===== src/lpm_pkg.sv =====
`default_nettype none
package lpm_pkg;
    // register byte addresses
    localparam logic [7:0] ADDR_SUPPLY_MON  = 8'h70;
    localparam logic [7:0] ADDR_POWER_CTRL  = 8'h60;
    // supply monitor field positions
    localparam int NOM_IE_BIT   = 0;
    localparam int HIGH_IE_BIT  = 1;
    localparam int NOM_FLAG_BIT = 2;
    localparam int HIGH_FLAG_BIT = 3;
    localparam int LOCK_BIT     = 4;
    localparam int RST_EN_BIT   = 5;
    localparam int REFBYPASS_DISABLE_BIT   = 15;
    // power control field positions
    localparam int SLEEP_RECOVERY_FLAG_BIT   = 0;
    localparam int STOPF_BIT    = 1;
    localparam int SLEEP_REQ_BIT = 16;
    localparam int STOP_REQ_BIT = 17;
    localparam int RELEASE_BIT  = 19;
    localparam int RETENTION_RAM_SELECT_LSB   = 20;
    localparam int RETENTION_RAM_SELECT_W     = 3;
    // reset values
    localparam logic RST_EN_RESET = 1'b1;
    localparam logic RESET_ZERO   = 1'b0;
    // controller oscillator rate; sleep power-up reset pulse is counted at 10 cycles per us, not from OSC_MHZ
    localparam int OSC_MHZ        = 16;
    localparam int PWRUP_RESET_NS = 1000;
    localparam int PWRUP_CYCLES   = (PWRUP_RESET_NS * 10) / 1000;
    // sequencer states
    typedef enum logic [2:0] {
        ST_RUN     = 3'b000,
        ST_ENTER   = 3'b001,
        ST_SLEEP   = 3'b010,
        ST_STOP    = 3'b011,
        ST_PWRUP   = 3'b100
    } lpm_state_t;
endpackage
`default_nettype wire


===== src/low_power_mode_sequencer.sv =====
// What this block does
// flag interrupt only while its enable set
// nominal flag sets on low supply, w1c
// high flag sets on low supply, w1c
// lock blocks reset-enable writes until power-on
// reset-enable makes nominal flag cause reset
// bypass-disable bit turns reference pin off
// lock, enable reset by reset pin and supply_reset, not the 5 V detector
// two modes: sleep powers down, stop static
// drive latch, select and isolation pad controls
// cores execute wait to start entry
// enter on clock block signal, sleep wins
// modes only entered from and left to run
// controller clocked from oscillator until wakeup
// software selects clocks before wait
// software sets ram retention before wait
// stop exit releases keepers automatically
// sleep exit keepers held until release write
// re-entry with held keepers relatches pins
// reset pin or power-on returns to run
// sleep power-up asserts reset, sets flag
// sleep recovery skips boot pin and assist
// crystal disabled in low power, restarted after
// request bits cleared on matching mode exit
// keeper release write-only, reads zero
// detector outputs synchronised before flag set
//
// The plain strobed port and the placing of the registers were left to the implementer.
`default_nettype none
module low_power_mode_sequencer
    import lpm_pkg::*;
#(
    parameter int PWRUP_LEN = PWRUP_CYCLES   // sleep power-up reset length
) (
    input  wire logic        mclk,
    input  wire logic        reset,            // reset pin or power-on
    input  wire logic        supply_reset,     // other supply detector resets
    input  wire logic        supply5_low_reset, // 5 V detector reset
    input  wire logic [7:0]  addr,
    input  wire logic [31:0] wdata,
    input  wire logic        wr,
    input  wire logic        rd,
    output logic      [31:0] rdata,
    input  wire logic        det_nominal_low,  // async detector outputs
    input  wire logic        det_high_low,
    input  wire logic        cores_halted,     // clock block: enter now
    input  wire logic        wakeup,
    input  wire logic        crystal_osc_enable,
    output logic             supply5_nominal_irq,
    output logic             supply5_high_irq,
    output logic             supply5_reset_req,
    output logic             converter_reference_bypass_pin,
    output logic             sleep_power_off,
    output logic             stop_static,
    output logic             pad_latch,
    output logic             pad_select_latched,
    output logic             pad_isolate,
    output logic             osc_clock_select,
    output logic             crystal_run,
    output logic             poweron_reset_out,
    output logic             skip_boot,
    output logic [2:0]       retention_ram_select
);
    import lpm_pkg::*;

    lpm_state_t state_r;                 // sequencer state
    logic [1:0] nom_sync_r, high_sync_r; // two-flop synchronisers
    logic       nom_d_r, high_d_r;       // edge history after sync
    logic       nom_ie_r, high_ie_r;
    logic       nom_flag_r, high_flag_r;
    logic       lock_r, rst_en_r, refbypass_disable_r;
    logic       sleep_req_r, stop_req_r;
    logic       sleep_recovery_flag_r, stopf_r;
    logic       keepers_r;               // pad keepers holding
    logic [2:0] retention_ram_select_r;
    logic [15:0] pw_cnt_r;
    logic       wr_mon, wr_pwr, nom_set, high_set, any_reset, bypass_reset;

    assign wr_mon   = wr && (addr == ADDR_SUPPLY_MON);
    assign wr_pwr   = wr && (addr == ADDR_POWER_CTRL);
    assign nom_set  = nom_sync_r[1] && !nom_d_r;
    assign high_set = high_sync_r[1] && !high_d_r;
    assign any_reset = reset || supply_reset;
    assign bypass_reset = any_reset || supply5_low_reset;

    // synchronise detector levels; first stage only feeds second
    always_ff @(posedge mclk or posedge reset) begin
        if (reset) begin
            nom_sync_r  <= 2'h0;
            high_sync_r <= 2'h0;
            nom_d_r     <= 1'b0;
            high_d_r    <= 1'b0;
        end else begin
            nom_sync_r  <= {nom_sync_r[0], det_nominal_low};
            high_sync_r <= {high_sync_r[0], det_high_low};
            nom_d_r     <= nom_sync_r[1];
            high_d_r    <= high_sync_r[1];
        end
    end

    // interrupt enables
    always_ff @(posedge mclk or posedge reset) begin
        if (reset) begin
            nom_ie_r  <= 1'b0;
            high_ie_r <= 1'b0;
        end else if (wr_mon) begin
            nom_ie_r  <= wdata[NOM_IE_BIT];
            high_ie_r <= wdata[HIGH_IE_BIT];
        end
    end

    // sticky flags; a set in the clear cycle wins
    always_ff @(posedge mclk or posedge reset) begin
        if (reset) begin
            nom_flag_r  <= 1'b0;
            high_flag_r <= 1'b0;
        end else begin
            if (nom_set)
                nom_flag_r <= 1'b1;
            else if (wr_mon && wdata[NOM_FLAG_BIT])
                nom_flag_r <= 1'b0;
            if (high_set)
                high_flag_r <= 1'b1;
            else if (wr_mon && wdata[HIGH_FLAG_BIT])
                high_flag_r <= 1'b0;
        end
    end

    // lock and reset enable: reset pin and supply_reset reach them, not the 5 V detector
    always_ff @(posedge mclk or posedge any_reset) begin
        if (any_reset) begin
            lock_r   <= RESET_ZERO;
            rst_en_r <= RST_EN_RESET;
        end else if (wr_mon) begin
            if (wdata[LOCK_BIT])
                lock_r <= 1'b1;
            if (!lock_r)
                rst_en_r <= wdata[RST_EN_BIT];
        end
    end

    // bypass disable also cleared by the 5 V detector
    always_ff @(posedge mclk or posedge bypass_reset) begin
        if (bypass_reset)
            refbypass_disable_r <= RESET_ZERO;
        else if (wr_mon)
            refbypass_disable_r <= wdata[REFBYPASS_DISABLE_BIT];
    end

    assign supply5_nominal_irq = nom_flag_r && nom_ie_r;
    assign supply5_high_irq    = high_flag_r && high_ie_r;
    assign supply5_reset_req   = nom_set && rst_en_r;
    assign converter_reference_bypass_pin = !refbypass_disable_r;

    // mode sequencer; every mode returns through run
    always_ff @(posedge mclk or posedge reset) begin
        if (reset) begin
            state_r <= ST_RUN;
        end else begin
            case (state_r)
                ST_RUN:   if (cores_halted && (sleep_req_r || stop_req_r))
                              state_r <= ST_ENTER;
                ST_ENTER: state_r <= sleep_req_r ? ST_SLEEP : ST_STOP;
                ST_SLEEP: if (wakeup) state_r <= ST_PWRUP;
                ST_STOP:  if (wakeup) state_r <= ST_RUN;
                // leave on the last count so reset stands exactly PWRUP_LEN cycles
                ST_PWRUP: if (pw_cnt_r <= 16'h0001) state_r <= ST_RUN;
                default:  state_r <= ST_RUN;
            endcase
        end
    end

    // power-up reset length count
    always_ff @(posedge mclk or posedge reset) begin
        if (reset)
            pw_cnt_r <= 16'h0000;
        else if (state_r == ST_SLEEP)
            pw_cnt_r <= 16'(PWRUP_LEN);
        else if (pw_cnt_r != 16'h0000)
            pw_cnt_r <= pw_cnt_r - 16'h0001;
    end

    // request bits cleared on mode exit; ram select kept until the next power write
    always_ff @(posedge mclk or posedge reset) begin
        if (reset) begin
            sleep_req_r <= 1'b0;
            stop_req_r  <= 1'b0;
            retention_ram_select_r    <= 3'h0;
        end else begin
            if (state_r == ST_SLEEP && wakeup)
                sleep_req_r <= 1'b0;
            else if (wr_pwr && state_r == ST_RUN)
                sleep_req_r <= wdata[SLEEP_REQ_BIT];
            if (state_r == ST_STOP && wakeup)
                stop_req_r <= 1'b0;
            else if (wr_pwr && state_r == ST_RUN)
                stop_req_r <= wdata[STOP_REQ_BIT];
            if (wr_pwr)
                retention_ram_select_r <= wdata[RETENTION_RAM_SELECT_LSB +: RETENTION_RAM_SELECT_W];
        end
    end

    // recovery flags; set beats write-1 clear
    always_ff @(posedge mclk or posedge reset) begin
        if (reset) begin
            sleep_recovery_flag_r <= 1'b0;
            stopf_r  <= 1'b0;
        end else begin
            if (state_r == ST_SLEEP && wakeup)
                sleep_recovery_flag_r <= 1'b1;
            else if (wr_pwr && wdata[SLEEP_RECOVERY_FLAG_BIT])
                sleep_recovery_flag_r <= 1'b0;
            if (state_r == ST_STOP && wakeup)
                stopf_r <= 1'b1;
            else if (wr_pwr && wdata[STOPF_BIT])
                stopf_r <= 1'b0;
        end
    end

    // pad keepers: entry relatches, stop exit frees, sleep waits for sw
    always_ff @(posedge mclk or posedge reset) begin
        if (reset)
            keepers_r <= 1'b0;
        else if (state_r == ST_ENTER)
            keepers_r <= 1'b1;
        else if (state_r == ST_STOP && wakeup)
            keepers_r <= 1'b0;
        else if (state_r == ST_RUN && wr_pwr && wdata[RELEASE_BIT])
            keepers_r <= 1'b0;
    end

    // latch pulse in entry cycle drops old hold first
    assign pad_latch          = (state_r == ST_ENTER);
    assign pad_select_latched = keepers_r && (state_r != ST_ENTER);
    assign pad_isolate        = keepers_r && (state_r != ST_ENTER);
    assign sleep_power_off    = (state_r == ST_SLEEP);
    assign stop_static        = (state_r == ST_STOP);
    assign osc_clock_select   = (state_r != ST_RUN);
    assign crystal_run        = crystal_osc_enable &&
                                (state_r == ST_RUN);
    assign poweron_reset_out  = (state_r == ST_PWRUP);
    assign skip_boot          = sleep_recovery_flag_r;
    assign retention_ram_select = retention_ram_select_r;

    // read data one cycle after strobe
    always_ff @(posedge mclk or posedge reset) begin
        if (reset) begin
            rdata <= 32'h0000_0000;
        end else if (rd) begin
            rdata <= 32'h0000_0000;
            if (addr == ADDR_SUPPLY_MON) begin
                rdata[NOM_IE_BIT]    <= nom_ie_r;
                rdata[HIGH_IE_BIT]   <= high_ie_r;
                rdata[NOM_FLAG_BIT]  <= nom_flag_r;
                rdata[HIGH_FLAG_BIT] <= high_flag_r;
                rdata[LOCK_BIT]      <= lock_r;
                rdata[RST_EN_BIT]    <= rst_en_r;
                rdata[REFBYPASS_DISABLE_BIT]    <= refbypass_disable_r;
            end else if (addr == ADDR_POWER_CTRL) begin
                rdata[SLEEP_RECOVERY_FLAG_BIT]    <= sleep_recovery_flag_r;
                rdata[STOPF_BIT]     <= stopf_r;
                rdata[SLEEP_REQ_BIT] <= sleep_req_r;
                rdata[STOP_REQ_BIT]  <= stop_req_r;
                rdata[RELEASE_BIT]   <= 1'b0;
                rdata[RETENTION_RAM_SELECT_LSB +: RETENTION_RAM_SELECT_W] <= retention_ram_select_r;
            end
        end else begin
            rdata <= 32'h0000_0000;
        end
    end
endmodule // low_power_mode_sequencer
`default_nettype wire


===== config.mk =====
export PLATFORM = sky130hd
export DESIGN_NAME = low_power_mode_sequencer
export DESIGN_NICKNAME = d
export VERILOG_FILES = /design/src/lpm_pkg.sv /design/src/low_power_mode_sequencer.sv
export SDC_FILE = /design/constraint.sdc
export NUM_CORES = 1
export LEC_CHECK = 0
export BUFFER_PORTS_ARGS = -buffer_cell sky130_fd_sc_hd__buf_4
export CAP_MARGIN = 15
export CORE_UTILIZATION = 30
export CTS_CLUSTER_DIAMETER = 120
export CTS_CLUSTER_SIZE = 24
export DETAILED_ROUTE_END_ITERATION = 8
export PLACE_DENSITY = 0.53
export REMOVE_ABC_BUFFERS = 1
export SLEW_MARGIN = 20
export SYNTH_ARGS = -nofsm -noshare
export SYNTH_HDL_FRONTEND = slang
export SYNTH_SLANG_ARGS = --single-unit

===== constraint.sdc =====
create_clock -name mclk -period 3.9 [get_ports mclk]
set_input_delay 1.17 -clock mclk [delete_from_list [all_inputs] [get_ports mclk]]
set_output_delay 1.17 -clock mclk [all_outputs]
set_load 0.02 [all_outputs]

==> flow_metrics.tcl <==
set metrics [dict create \
    grtUsageTotal_pct 12.7 \
    layout_min_cycle_time_ns 2.85 \
    area_growth_pct 22.2 \
    grt_pass1_wl_um 8750 \
    arrival_ns 1.68 \
    grt_max_degree 50 \
    drt_iter0_drc 55 \
    holdWs_ns 0.348 \
    path_class "flip-flop to primary output" \
    cts_tree "yes" \
    worstSetupStartpointType "flip-flop" \
    cts_resized 0 \
    ant_nets 0 \
    synth_area_mm2 0.00251 \
    antenna_cells 0 \
    cp_slowest_cell "or3b_2" \
    power.leakage_nw 1.53 \
    relSlewSlack_pct 44.5 \
    drt-total-wl_um 5150 \
    clk_pin_slew_ns 0.10 \
    rsz0062_at_grt "false" \
    synth-simple-area-share_pct 23.3 \
    ctsHoldBuffers 0 \
    nNetsFinal 365 \
    end_kind "primary output" \
    totalNegativeSetupSlack_ns 0 \
    avgRoutedWirePerCell_um 12.4 \
    numPortBuffers 59 \
    fillers 791 \
    start_util_pct 31.8 \
    crit_fanout 11 \
    antenna_found_initial 0 \
    worst_slew_pin_slew_ns 0.831 \
    overflow 0 \
    cp_num_buf_inv 2 \
    synth_xor_area_share_pct 0.349 \
    ys_seq_area_share_pct 51.9 \
    synth-compound-area-share_pct 9.48 \
    cts_buffers 5 \
    synth_async_sr_flop_share_pct 100 \
    cpPeakStageDelay_ns 0.62 \
    cp_top_family "simple AND/OR/NAND/NOR gates" \
    h-tree-depth 2 \
    finalHoldViolations 0 \
    syn_inst 252 \
    peakVddDrop_v 0.000201 \
    cts_sinks 52 \
    drt_pass1_iterations 4 \
    clockRootBuffer "clkbuf_8" \
    synth_ff_type "dfrtp_1" \
    gp_congestion 0.763 \
    synth_top_family_by_area "simple AND/OR/NAND/NOR gates" \
    die-area_mm2 0.00873 \
    maxCapViolCount 0 \
    clk_latency_ns 0.31 \
    min_period_over_period_pct 73.0 \
    synth.most_common_cell "dfrtp_1" \
    io_pins 99 \
    post_cts_buffers 0 \
    core-area_mm2 0.00789 \
    die_x_um 93.4 \
    vias 1935 \
    design_area_mm2 0.00307 \
    place_area_mm2 0.00297 \
    drc 0 \
    yosysWarningCount 0 \
    yosys-top-cells-area "dfrtp_1, buf_4, nor2_1, nand2_1, inv_1" \
    fin_skew_ns 0.00835 \
    synth.area.mux_share_pct 3.34 \
    synth_edf_count 0 \
    maxSlewViolCount 0 \
    clock.fmax_mhz 351 \
    crit_required_ns 2.73 \
    routed_via_density 4.67 \
    synth_top_area_share_pct 50.9 \
    yosys_register_bits 52 \
    num_rows 32 \
    ys_types 51 \
    crit_chain "or3b_2, inv_1, buf_4" \
    yosys.area.top_type "dfrtp_1" \
    hold_path.class "flip-flop to flip-flop" \
    dp_hpwl_um 3800 \
    cts_max_path_buffers 2 \
    grt_pass1_vias 1927 \
    die_h_um 93.4 \
    synth_adder_area_share_pct 1.50 \
    setup_viol 0 \
    avgSynthCellArea_um2 9.95 \
    outcome "finished clean" \
    drive_gt1_share_pct 26.3 \
    synth_common_cells "dfrtp_1, nor2_1, nand2_1" \
    pwr_density_cell_mw_per_mm2 539 \
]
worst register-to-register path: stages (launching register included):
cell	delay, ns
dfrtp_1	0.44
inv_1	0.10
ha_1	0.16
or4b_1	0.51
or4b_1	0.66
nand4b_1	0.20
mux2i_1	0.19
cell families after synthesis:
group / count (synthesis)
adder cells (fa/ha/maj): 3
flip-flops: 52
multiplexers: 8
XOR/XNOR: 1
AND/OR/NAND/NOR: 106
AO/OA/AOI/OAI: 38
buffers and inverters: 43
other: 1
cell usage in the layout (no fill, tap or decap), types with 2 or more instances in the layout:
cell type	instances
o311ai_0	2
nand4_1	2
o31ai_1	4
nand3_1	6
nand2b_1	5
or3_1	4
buf_4	60
and3_1	2
nor2_1	24
mux2_2	3
nor4_1	5
a21oi_1	11
mux2i_1	5
nor3_1	4
a21o_1	3
conb_1	20
clkbuf_8	5
inv_1	15
or4_1	5
a31oi_1	3
ha_1	3
and2_1	7
or4b_1	2
o21ai_0	9
nand2_1	23
dfrtp_1	51
or3_2	2
nand3b_1	2
state kept, by name (all words and copies together), names as in the netlist:
name / flops
pw_cnt_r: 16
rdata: 12
retention_ram_select: 3
state_r: 3
high_sync_r: 2
nom_sync_r: 2
high_d_r: 1
high_flag_r: 1
high_ie_r: 1
keepers_r: 1
lock_r: 1
nom_d_r: 1
nom_flag_r: 1
nom_ie_r: 1
refbypass_disable_r: 1
rst_en_r: 1
skip_boot: 1
sleep_req_r: 1
stop_req_r: 1
stopf_r: 1
where the power goes:
group / internal (mW) / switching (mW)
sequential: 0.632 / 0.106
clock: 0.132 / 0.187
combinational: 0.262 / 0.335
total: 1.03 / 0.628
per-layer routing:
layer  part of all wire, %  wire, um  GRT usage, %  up-vias
li1                      -         -             -      949
met4                  0.99        51          3.08        0
met5                     0         0             0        -
met2                    47      2420          22.3       57
met3                   7.1       364          3.33        5
met1                    45      2310          15.6      924
layout make-up:
class / count / area [um2] / area share, %
clock inverter: 3 / 27.5 / 0.898
inverter: 16 / 61.3 / 2.00
timing repair buffer: 60 / 450 / 14.7
sequential: 52 / 1300 / 42.5
multi-input combinational: 176 / 1030 / 33.5
tap: 102 / 128 / 4.16
clock buffer: 5 / 68.8 / 2.24
final timing paths:
path	start	end	slack, ns	depth (start not counted)
setup / recovery	state_r[1]$_DFFE_PP0P_	sleep_power_off	1.05	3
setup reg to reg	pw_cnt_r[0]$_DFFE_PP0P_	pw_cnt_r[6]$_DFFE_PP0P_	1.57	6
hold reg to reg	nom_sync_r[0]$_DFF_PP0_	nom_sync_r[1]$_DFF_PP0_	0.35	0
hold / removal	nom_sync_r[0]$_DFF_PP0_	nom_sync_r[1]$_DFF_PP0_	0.35	0
max in group asynchronous	reset	pw_cnt_r[2]$_DFFE_PP0P_	2.39	2
min in group asynchronous	supply5_low_reset	refbypass_disable_r$_DFFE_PP0P_	0.74	2
through the flow:
step | setup WS, ns | utilization (%) | power [mW] | std cells
final | 1.05 | 38.9 | 1.65 | 414
after global routing | 0.943 | 38.9 | 1.79 | 414
after CTS | 1.04 | 38.9 | 1.68 | 414
after detailed placement | 0.873 | 37.6 | 1.35 | 406
after global placement | 0.868 | 37.6 | 1.33 | 406
after floorplan | 1.25 | - | 1.15 | 244
(Power assumes the default switching activity.)
